File: config.mk
export PLATFORM = sky130hd
export DESIGN_NAME = updown_reload_timer8
export DESIGN_NICKNAME = d
export VERILOG_FILES = /design/src/rtl/updown_timer_pkg.sv /design/src/rtl/pin_sync3.sv /design/src/rtl/updown_reload_timer8.sv
export SDC_FILE = /design/constraint.sdc
export NUM_CORES = 1
export LEC_CHECK = 0
export CAP_MARGIN = 20
export CELL_PAD_IN_SITES_DETAIL_PLACEMENT = 0
export CELL_PAD_IN_SITES_GLOBAL_PLACEMENT = 1
export CORE_MARGIN = 4
export CORE_UTILIZATION = 43
export CTS_CLUSTER_SIZE = 10
export DETAILED_ROUTE_END_ITERATION = 10
export DONT_BUFFER_PORTS = 1
export GPL_TIMING_DRIVEN = 0
export PLACE_DENSITY = 0.79
export SLEW_MARGIN = 15
export SYNTH_ARGS = -nofsm -noshare
export SYNTH_HDL_FRONTEND = slang
export SYNTH_SLANG_ARGS = --single-unit
File: constraint.sdc
create_clock -name clk -period 2.1 [get_ports clk]
set_input_delay 0.105 -clock clk [delete_from_list [all_inputs] [get_ports clk]]
set_output_delay 0.105 -clock clk [all_outputs]
set_load 0.03 [all_outputs]
File: src/rtl/updown_timer_pkg.sv
/*
 * package for the 8-bit up/down reload timer: register offsets, field positions,
 * reset values, clock select codes and prescaler tap ratios.
 * assumes a byte-wide register port with one-cycle strobes.
 */
package updown_timer_pkg;

	// register offsets on the plain register port
	localparam logic [2:0] ADDR_MODE   = 3'h0; // timer_mode_ctrl
	localparam logic [2:0] ADDR_COUNT  = 3'h1; // count_value read, reload_value write
	localparam logic [2:0] ADDR_EDGE   = 3'h2; // edge_select_reg
	localparam logic [2:0] ADDR_IRQREQ = 3'h3; // interrupt_request_reg_two
	localparam logic [2:0] ADDR_IRQEN  = 3'h4; // interrupt_enable_reg_two

	// mode register fields
	localparam int BIT_RELOAD_SEL = 7;
	localparam int BIT_DIR_HW     = 6;
	localparam int BIT_DIR_SW     = 5;
	localparam int CLK_SEL_MSB    = 2;
	localparam int CLK_SEL_LSB    = 0;
	localparam logic [7:0] MODE_RESET     = 8'h18;
	localparam logic [7:0] MODE_FIXED_ONE = 8'h18; // bits 4 and 3
	localparam logic [7:0] MODE_WR_MASK   = 8'hE7;

	// other register fields
	localparam int BIT_EVENT_EDGE = 0; // 1 = rising edge counts
	localparam int BIT_OVF_FLAG   = 0;
	localparam int BIT_OVF_EN     = 0;

	localparam logic [7:0] COUNT_RESET  = 8'h00;
	localparam logic [7:0] RELOAD_RESET = 8'h00;
	localparam logic [7:0] COUNT_MAX    = 8'hFF;
	localparam logic [7:0] COUNT_MIN    = 8'h00;
	localparam logic [7:0] READ_ZERO    = 8'h00;

	// clock select codes
	localparam logic [2:0] CS_DIV8192 = 3'h0;
	localparam logic [2:0] CS_DIV2048 = 3'h1;
	localparam logic [2:0] CS_DIV512  = 3'h2;
	localparam logic [2:0] CS_DIV64   = 3'h3;
	localparam logic [2:0] CS_DIV16   = 3'h4;
	localparam logic [2:0] CS_DIV4    = 3'h5;
	localparam logic [2:0] CS_SUB4    = 3'h6;
	localparam logic [2:0] CS_EVENT   = 3'h7;

	// prescaler tap bit: divide by 2^(bit+1) gives one pulse per period
	localparam int PRESCALE_WIDTH = 13;
	localparam int TAP_8192 = 12;
	localparam int TAP_2048 = 10;
	localparam int TAP_512  = 8;
	localparam int TAP_64   = 5;
	localparam int TAP_16   = 3;
	localparam int TAP_4    = 1;
	localparam int SUB_DIV  = 4;

	// register port request
	typedef struct packed {
		logic       wr;
		logic       rd;
		logic [2:0] addr;
		logic [7:0] wdata;
	} reg_req_t;

	// synchronised pin levels
	typedef struct packed {
		logic event_lvl;
		logic dir_lvl;
	} pin_sync_t;

endpackage

File: src/rtl/pin_sync3.sv
/*
 * three-stage synchroniser with agreement filter for the timer's input pins.
 * assumes asynchronous pins and one system clock.
 */
`timescale 1ns/10ps
module pin_sync3 #(
	parameter int WIDTH = 2
) (
	input  wire logic             clk,
	input  wire logic             rst_n,
	input  wire logic [WIDTH-1:0] pinIn,
	output logic      [WIDTH-1:0] pinLevel
);
	logic [WIDTH-1:0] stage1;
	logic [WIDTH-1:0] stage2;
	logic [WIDTH-1:0] stage3;

	// stage1 feeds only stage2; a change is taken once stage2 and stage3 agree
	always_ff @(posedge clk) begin
		if (!rst_n) begin
			stage1   <= '0;
			stage2   <= '0;
			stage3   <= '0;
			pinLevel <= '0;
		end else begin
			stage1 <= pinIn;
			stage2 <= stage1;
			stage3 <= stage2;
			for (int i = 0; i < WIDTH; i++) begin
				if (stage2[i] == stage3[i]) begin
					pinLevel[i] <= stage3[i];
				end
			end
		end
	end
endmodule // pin_sync3

File: src/rtl/updown_reload_timer8.sv
/*
 * 8-bit up/down timer with interval and auto-reload modes, prescaler taps,
 * sub-clock tap, external event counting and an overflow interrupt.
 * assumes a cpu on a plain byte register port and a free-running sub-clock
 * tick supplied as a one-cycle enable on the system clock.
 */
`timescale 1ns/10ps
module updown_reload_timer8
	import updown_timer_pkg::*;
#(
	parameter int COUNT_WIDTH = 8
) (
	input  wire logic                   clk,
	input  wire logic                   rst_n,
	input  wire logic [2:0]             regAddr,
	input  wire logic [7:0]             regWdata,
	input  wire logic                   regWr,
	input  wire logic                   regRd,
	output logic      [7:0]             regRdata,
	input  wire logic                   subClkTick,
	input  wire logic                   eventInputPin,
	input  wire logic                   directionPin,
	output logic                        irq,
	output logic                        countTick
);
	reg_req_t               req;
	pin_sync_t              pins;
	logic [7:0]             modeReg;
	logic [COUNT_WIDTH-1:0] countValue;
	logic [COUNT_WIDTH-1:0] reloadValue;
	logic                   eventEdgeSelectBit;
	logic                   overflowRequestFlag;
	logic                   overflowIrqEnableBit;
	logic [PRESCALE_WIDTH-1:0] prescale;
	logic [PRESCALE_WIDTH-1:0] prescalePrev;
	logic [1:0]             subCount;
	logic                   subTick;
	logic                   eventPrev;
	logic                   countStep;
	logic                   countDown;
	logic                   wrap;
	logic [2:0]             clockSelectField;
	logic [COUNT_WIDTH-1:0] next_count;

	assign req = '{wr: regWr, rd: regRd, addr: regAddr, wdata: regWdata};
	assign clockSelectField = modeReg[CLK_SEL_MSB:CLK_SEL_LSB];

	// both pins pass the three-stage filter before any logic sees them
	pin_sync3 #(
		.WIDTH (2)
	) u_sync (
		.clk      (clk),
		.rst_n    (rst_n),
		.pinIn    ({eventInputPin, directionPin}),
		.pinLevel (pins)
	);

	// free-running prescaler; a tap ticks when its bit falls
	always_ff @(posedge clk) begin
		if (!rst_n) begin
			prescale     <= '0;
			prescalePrev <= '0;
		end else begin
			prescale     <= prescale + 1'b1;
			prescalePrev <= prescale;
		end
	end

	// sub-clock divided by four; the tick is already on the system clock
	always_ff @(posedge clk) begin
		if (!rst_n) begin
			subCount <= '0;
			subTick  <= 1'b0;
		end else begin
			subTick <= 1'b0;
			if (subClkTick) begin
				subCount <= subCount + 1'b1;
				subTick  <= (subCount == 2'(SUB_DIV - 1));
			end
		end
	end

	// event pin edge memory, taken from the filtered level only
	always_ff @(posedge clk) begin
		if (!rst_n) begin
			eventPrev <= 1'b0;
		end else begin
			eventPrev <= pins.event_lvl;
		end
	end

	// pick the count clock; a falling tap bit happens once per divider period
	always_comb begin
		countStep = 1'b0;
		unique case (clockSelectField)
			CS_DIV8192: countStep = prescalePrev[TAP_8192] & ~prescale[TAP_8192];
			CS_DIV2048: countStep = prescalePrev[TAP_2048] & ~prescale[TAP_2048];
			CS_DIV512:  countStep = prescalePrev[TAP_512] & ~prescale[TAP_512];
			CS_DIV64:   countStep = prescalePrev[TAP_64] & ~prescale[TAP_64];
			CS_DIV16:   countStep = prescalePrev[TAP_16] & ~prescale[TAP_16];
			CS_DIV4:    countStep = prescalePrev[TAP_4] & ~prescale[TAP_4];
			CS_SUB4:    countStep = subTick;
			CS_EVENT: begin
				// one step per qualifying edge of the filtered pin
				if (eventEdgeSelectBit) begin
					countStep = pins.event_lvl & ~eventPrev;
				end else begin
					countStep = ~pins.event_lvl & eventPrev;
				end
			end
		endcase
	end

	// direction: pin wins when hardware control is on, high means down
	always_comb begin
		if (modeReg[BIT_DIR_HW]) begin
			countDown = pins.dir_lvl;
		end else begin
			countDown = modeReg[BIT_DIR_SW];
		end
	end

	// wrap detection and next count value
	always_comb begin
		wrap = countDown ? (countValue == COUNT_MIN) : (countValue == COUNT_MAX);
		if (wrap && modeReg[BIT_RELOAD_SEL]) begin
			next_count = reloadValue;
		end else if (countDown) begin
			next_count = countValue - 1'b1;
		end else begin
			next_count = countValue + 1'b1;
		end
	end

	// mode register; bits 4 and 3 are not storage
	always_ff @(posedge clk) begin
		if (!rst_n) begin
			modeReg <= MODE_RESET;
		end else if (req.wr && req.addr == ADDR_MODE) begin
			modeReg <= (req.wdata & MODE_WR_MASK) | MODE_FIXED_ONE;
		end
	end

	// reload register, write-only, shares the counter address
	always_ff @(posedge clk) begin
		if (!rst_n) begin
			reloadValue <= RELOAD_RESET;
		end else if (req.wr && req.addr == ADDR_COUNT) begin
			reloadValue <= req.wdata;
		end
	end

	// counter: a reload write beats a step in the same cycle
	always_ff @(posedge clk) begin
		if (!rst_n) begin
			countValue <= COUNT_RESET;
		end else if (req.wr && req.addr == ADDR_COUNT) begin
			countValue <= req.wdata;
		end else if (countStep) begin
			countValue <= next_count;
		end
	end

	// step strobe out, registered, so it rises at the same edge the counter moves
	always_ff @(posedge clk) begin
		if (!rst_n) begin
			countTick <= 1'b0;
		end else begin
			countTick <= countStep & ~(req.wr && req.addr == ADDR_COUNT);
		end
	end

	// edge select and interrupt enable registers
	always_ff @(posedge clk) begin
		if (!rst_n) begin
			eventEdgeSelectBit   <= 1'b0;
			overflowIrqEnableBit <= 1'b0;
		end else if (req.wr) begin
			if (req.addr == ADDR_EDGE) begin
				eventEdgeSelectBit <= req.wdata[BIT_EVENT_EDGE];
			end
			if (req.addr == ADDR_IRQEN) begin
				overflowIrqEnableBit <= req.wdata[BIT_OVF_EN];
			end
		end
	end

	// sticky overflow flag; a wrap in the clearing cycle wins over the clear
	always_ff @(posedge clk) begin
		if (!rst_n) begin
			overflowRequestFlag <= 1'b0;
		end else if (countStep && wrap && !(req.wr && req.addr == ADDR_COUNT)) begin
			overflowRequestFlag <= 1'b1;
		end else if (req.wr && req.addr == ADDR_IRQREQ && !req.wdata[BIT_OVF_FLAG]) begin
			overflowRequestFlag <= 1'b0;
		end
	end

	// level interrupt, registered so the pin comes from a flip-flop
	always_ff @(posedge clk) begin
		if (!rst_n) begin
			irq <= 1'b0;
		end else begin
			irq <= overflowRequestFlag & overflowIrqEnableBit;
		end
	end

	// read data one cycle after the strobe, zero otherwise; reads change nothing
	always_ff @(posedge clk) begin
		if (!rst_n) begin
			regRdata <= READ_ZERO;
		end else if (req.rd) begin
			unique case (req.addr)
				ADDR_MODE:   regRdata <= modeReg | MODE_FIXED_ONE;
				ADDR_COUNT:  regRdata <= countValue;
				ADDR_EDGE:   regRdata <= {7'h00, eventEdgeSelectBit};
				ADDR_IRQREQ: regRdata <= {7'h00, overflowRequestFlag};
				ADDR_IRQEN:  regRdata <= {7'h00, overflowIrqEnableBit};
				default:     regRdata <= READ_ZERO;
			endcase
		end else begin
			regRdata <= READ_ZERO;
		end
	end
endmodule // updown_reload_timer8

== Yosys cells after proc, flatten, opt, wreduce, memory -nomap -nowiden ==
Index checks and enable logic that the tools add are counted.
Word-level totals
  register bits after elaboration: 73
  output and inout bits: 10
  bits of input ports: 18
  word-level logic and storage cells: 86
Cells by class
  add/subtract/negate cells: 4
  reductions and logical operators: 18
  mux-type cells: 11
  bitwise logic cells: 19
  equality and inequality tests: 15
Operators with widths (count)
  $pmux W8 S5: 1
  $mux W8: 4
  $eq A3 B3 Y1 const B: 5
  $add A13 B1 Y13 const B: 1
  $eq A3 B2 Y1 const B: 4
  $and A1 B1 Y1: 10
  $not A1 Y1: 9
  $add A8 B1 Y8 const B: 1
  $eq A8 B8 Y1 const B: 1
  $logic_not A8 Y1: 1
  $pmux W1 S8: 1
  $reduce_and A2 Y1: 4
  $sub A8 B1 Y8 const B: 1
  $logic_and A1 B1 Y1: 7
  $eq A3 B1 Y1 const B: 2
  $logic_not A3 Y1: 2
  $mux W1: 5
  $reduce_bool A2 Y1: 2
  $add A2 B1 Y2 const B: 1
  $eq A1 B1 Y1: 2
  $eq A2 B2 Y1 const B: 1
  $logic_not A1 Y1: 2

== Logic depth before layout (Yosys ltp) ==
  depth in word-level cells: 7
  mapped depth: 9
  gate-level depth less buffers: 9

== By module ==
Synthesis repeated with hierarchy kept, for this count alone.
Second synthesis, totals
  cells, all modules: 329
  area, all modules: 2945.3 um2
By module, submodules not included
  updown_reload_timer8: seq. area each 1161.1 um2, times used 1, cells an instance 309, area an instance 2707.6 um2
  pin_sync3: seq. area each 160.2 um2, times used 1, cells an instance 20, area an instance 237.7 um2

== Worst setup path before layout ==
OpenSTA, ideal clock, no wires.
  kind: flip-flop to flip-flop
  from: reg modeReg[6]
  to: reg countValue[5]
  slack: 0.042 ns
  period minus slack after synthesis: 2.058 ns
  arrival: 1.963 ns
  data required time: 2.005 ns
  setup time: 0.095 ns
  buffers on the path: 0
  cell stages (with the launch flop): 9
  cells stage by stage: dfxtp_1 > mux2_4 > ha_1 > a211oi_1 > o21bai_1 > a21oi_1 > xnor2_1 > mux2i_1 > a221oi_1
On the way
  word-level cells in the longest chain between the ends: 6
  elaborated cells between the ends (all ways): 7
  classes of those cells: mux: 6; reduce/logical: 1
RTL lines
  from (decl): line updown_reload_timer8.sv:28  | logic [7:0] modeReg;
  from (signal assigned): line updown_reload_timer8.sv:140  | modeReg <= (req.wdata & MODE_WR_MASK) | MODE_FIXED_ONE;
  $mux W1 (*): line updown_reload_timer8.sv:116  | if (modeReg[BIT_DIR_HW]) begin
  $mux W1: line updown_reload_timer8.sv:125  | wrap = countDown ? (countValue == COUNT_MIN) : (countValue == COUNT_MAX);
  $logic_and A1 B1 Y1: line updown_reload_timer8.sv:126  | if (wrap && modeReg[BIT_RELOAD_SEL]) begin
  $mux W8 (*): line updown_reload_timer8.sv:126
  $mux W8 (*): line updown_reload_timer8.sv:159  | end else if (countStep) begin
  $mux W8 (*): line updown_reload_timer8.sv:157  | end else if (req.wr && req.addr == ADDR_COUNT) begin
  to (signal assigned): line updown_reload_timer8.sv:158  | countValue <= req.wdata;
  to (signal assigned): line updown_reload_timer8.sv:160  | countValue <= next_count;
  to (decl): line updown_reload_timer8.sv:29  | logic [COUNT_WIDTH-1:0] countValue;
Mark *: on every way between the ends. The rest lies on a longest branch, timed or not. The select of a mux whose other input is x is not followed.
A chain may end at the register's enable or synchronous reset.

== Worst setup path after layout ==
  from: reg modeReg[6]
  to: reg countValue[6]
Same word-level chain as after synthesis.

==> results.py <==
metrics = {
    "finish": {
        "nFillCells": 608,
        "diodes": 0,
        "drive_gt1_share_pct": 12.5,
        "final_cells": 438,
        "final_nets": 383,
        "multiInputGateArea_um2": 1600,
        "area_growth_pct": 18.4,
        "fin_area_um2": 3480,
        "final_common_cell": "dfxtp_1",
        "regArea_um2": 1330,
        "final_cell_mix": "62 x dfxtp_1, 38 x nor2_1, 32 x nand2_1",
    },
    "power": {
        "peakVddDrop_v": 0.000631,
        "combPwrFrac_pct": 8.1,
        "swShare_pct": 24.6,
        "pwr_density_cell_nw_per_um2": 734,
        "pwr-share-clk_pct": 40.1,
        "seqPwrFrac_pct": 51.9,
        "p_leak_nw": 1.28,
        "p_sw_w": 0.000628,
        "power.internal_w": 0.00192,
    },
    "logic_synthesis": {
        "synth.avg_cell_area_um2": 8.90,
        "ys_warn_count": 0,
        "synth_compound_area_share_pct": 15.1,
        "synthMuxAreaShare_pct": 6.01,
        "syn_inst": 330,
        "synth_top_family_by_area": "simple AND/OR/NAND/NOR gates",
        "ys_types": 49,
        "synth-main-ff-cell": "dfxtp_1",
        "synth_nets": 357,
        "synth_edf_count": 0,
        "synth-seq-area-share_pct": 45.0,
        "synth_adder_area_share_pct": 4.09,
        "synth-seq-cells": 66,
        "synthSimpleGateAreaFrac_pct": 21.1,
        "netlist_area_um2": 2940,
        "synth-xor-area-share_pct": 4.77,
        "synthArstFlopShare_pct": 0,
    },
    "drt": {
        "drt_iter0_drc": 147,
        "vias": 2390,
        "via_per_inst": 5.46,
        "totalWireLength_um": 6760,
        "wl_per_cell_um": 15.4,
        "drtPass1Iterations": 4,
        "route.detailed.drc": 0,
        "ant_nets": 0,
    },
    "sta": {
        "setup_tns_ps": -12.0,
        "max_clock_freq_mhz": 473,
        "setup_viol": 1,
        "max_slew.worst_pin.slew_ps": 645,
        "fin_ws_ps": -12.0,
        "hold_ws_ps": 23.5,
        "rsz0062_at_grt": "true",
        "period_minus_slack_ps": 2110,
        "min_period_over_period_pct": 101,
        "drv_slew": 0,
        "finClkSkew_ps": 10.8,
        "worst_slew_margin_rel_pct": 56.8,
        "hold_violations": 0,
    },
    "placement": {
        "port_buffers": 0,
        "place_inst": 407,
        "place.gp.congestion": 0.865,
        "place_hpwl_um": 4730,
        "place_ws_ps": -228,
        "placed_cell_area_um2": 3030,
    },
    "clocking": {
        "path_clk_slew_ps": 70,
        "root_buffer": "clkbuf_8",
        "cts_buffers": 9,
        "clock_path_buffers": 2,
        "clock_latency_ps": 350,
        "htree_levels": 3,
        "cts_tree": "built",
        "cts.sinks": 66,
    },
    "job": {
        "drv_cap": 0,
    },
    "status": {
        "status": "finished, violations left",
        "violations": "setup timing",
    },
    "grt": {
        "gr-usage-all-layers_pct": 17.4,
        "antenna_found_initial": 0,
        "first_global_vias": 2378,
        "grt_overflow_total": 0,
        "grt_pass1_wl_um": 11300,
        "grt_max_degree": 12,
    },
    "critical_path": {
        "crit_type": "register to register",
        "critPathMaxFanout": 8,
        "endpoint": "countValue[6]",
        "timing.rr.end": "countValue[6]",
        "arrival_ps": 2410,
        "crit_required_ps": 2400,
        "endpoint_kind": "register",
        "crit_start": "modeReg[6]",
        "start_kind": "register",
        "rrSetupSlack_ps": -10,
        "reg2reg_depth": 8,
        "rr_startpoint": "modeReg[6]",
    },
    "die": {
        "initial_utilization_pct": 45.2,
        "io_pins": 28,
        "die_h_um": 90.6,
        "core_um2": 6490,
        "fp-row-count": 29,
        "die_w_um": 90.6,
        "dieArea_um2": 8220,
    },
    "min_path": {
        "hold_path_class": "primary input to register",
    },
}
-- power by group through the flow --
| stage | combinational [W] | clock [W] | sequential (W) |
|---|---|---|---|
| 3_5_place_dp | 0.000170 | 0 | 0.00135 |
| 2_1_floorplan | 0.000135 | 0 | 0.00134 |
| 4_1_cts | 0.000199 | 0.00104 | 0.00132 |
| 5_1_grt | 0.000231 | 0.00111 | 0.00133 |
| 6_report | 0.000206 | 0.00102 | 0.00132 |
| 3_3_place_gp | 0.000167 | 0 | 0.00135 |
-- worst min path at each step --
stage / startpoint / cells past startpoint / slack [ps] / endpoint
final: regWdata[5] / 2 / 20 / countValue[5]
after global routing: regWdata[5] / 2 / 20 / countValue[5]
after CTS: regWdata[5] / 2 / 5 / countValue[5]
after detailed placement: eventInputPin / 1 / 240 / u_sync.stage1[1]
after global placement: eventInputPin / 1 / 240 / u_sync.stage1[1]
after floorplan: directionPin / 1 / 230 / u_sync.stage1[0]
-- critical path, cell delays in order, from the launching register on --
cell     delay [ps]
dfxtp_2         340
mux2_4          360
ha_1            360
o21ai_1         180
a21oi_2          60
o21a_1          180
o21a_1          170
o31ai_1         260
a21o_1          150
-- cells in the mapped netlist, types with 8 or more instances --
cell / n / area share [%]
nand2_1: 32 / 4.1
nor2_1: 38 / 4.9
ha_1: 8 / 3.4
o21ai_0: 13 / 2.2
clkbuf_1: 11 / 1.4
inv_1: 13 / 1.7
dfxtp_1: 66 / 45
mux2i_1: 15 / 5.1
nand3_1: 9 / 1.5
xor2_1: 11 / 3.3
and2_1: 16 / 3.4
a21oi_1: 21 / 3.6
-- cell families (layout without fill, tap and decap cells) --
kind of cell | count (synthesis) | count (layout)
XOR/XNOR | 16 | 16
AO/OA/AOI/OAI | 67 | 67
adder cells (fa/ha/maj) | 9 | 9
AND/OR/NAND/NOR | 126 | 126
flip-flops | 66 | 66
buffers and inverters | 29 | 60
multiplexers | 17 | 17
-- metrics by stage --
stage / total power, W / utilization, %
5_1_grt: 0.00266 / 53.5
6_report: 0.00255 / 53.5
2_1_floorplan: 0.00147 / -
3_3_place_gp: 0.00151 / 46.7
4_1_cts: 0.00256 / 52.4
3_5_place_dp: 0.00152 / 46.7
-- flip-flops by register name (all words and copies together) (netlist names), 6 cells and up --
name	cells
prescale	13
countValue	8
regRdata	8
reloadValue	8
modeReg	6
prescalePrev	6
-- metal layers --
metal	global-route usage (%)	share of wire (%)	vias to the layer above
met4	6.38	1.7	0
met1	20.7	45	1130
met3	5.92	4.1	13
met2	29.0	49	41
li1	-	-	1206
met5	0	0	-
-- area by class of cell --
type	instances	share of cell area, %
Buffer	14	1.73
Clock buffer	11	3.78
Clock inverter	5	1.58
Inverter	13	1.40
Multi-Input combinational cell	235	46.1
Sequential cell	66	38.2
Tap cell	77	2.77
Timing Repair Buffer	17	4.46
-- repair_timing --
item                                    4_1_cts  5_1_grt
gates resized for setup                       9       14
endpoints found under the hold margin        29        0
gates cloned                                  0        1
endpoints found under the setup margin        7        8
buffers inserted                              2        2
hold buffers                                 12        0
pin swaps                                     5        6
No activity file was read; power rests on OpenSTA's default activity.
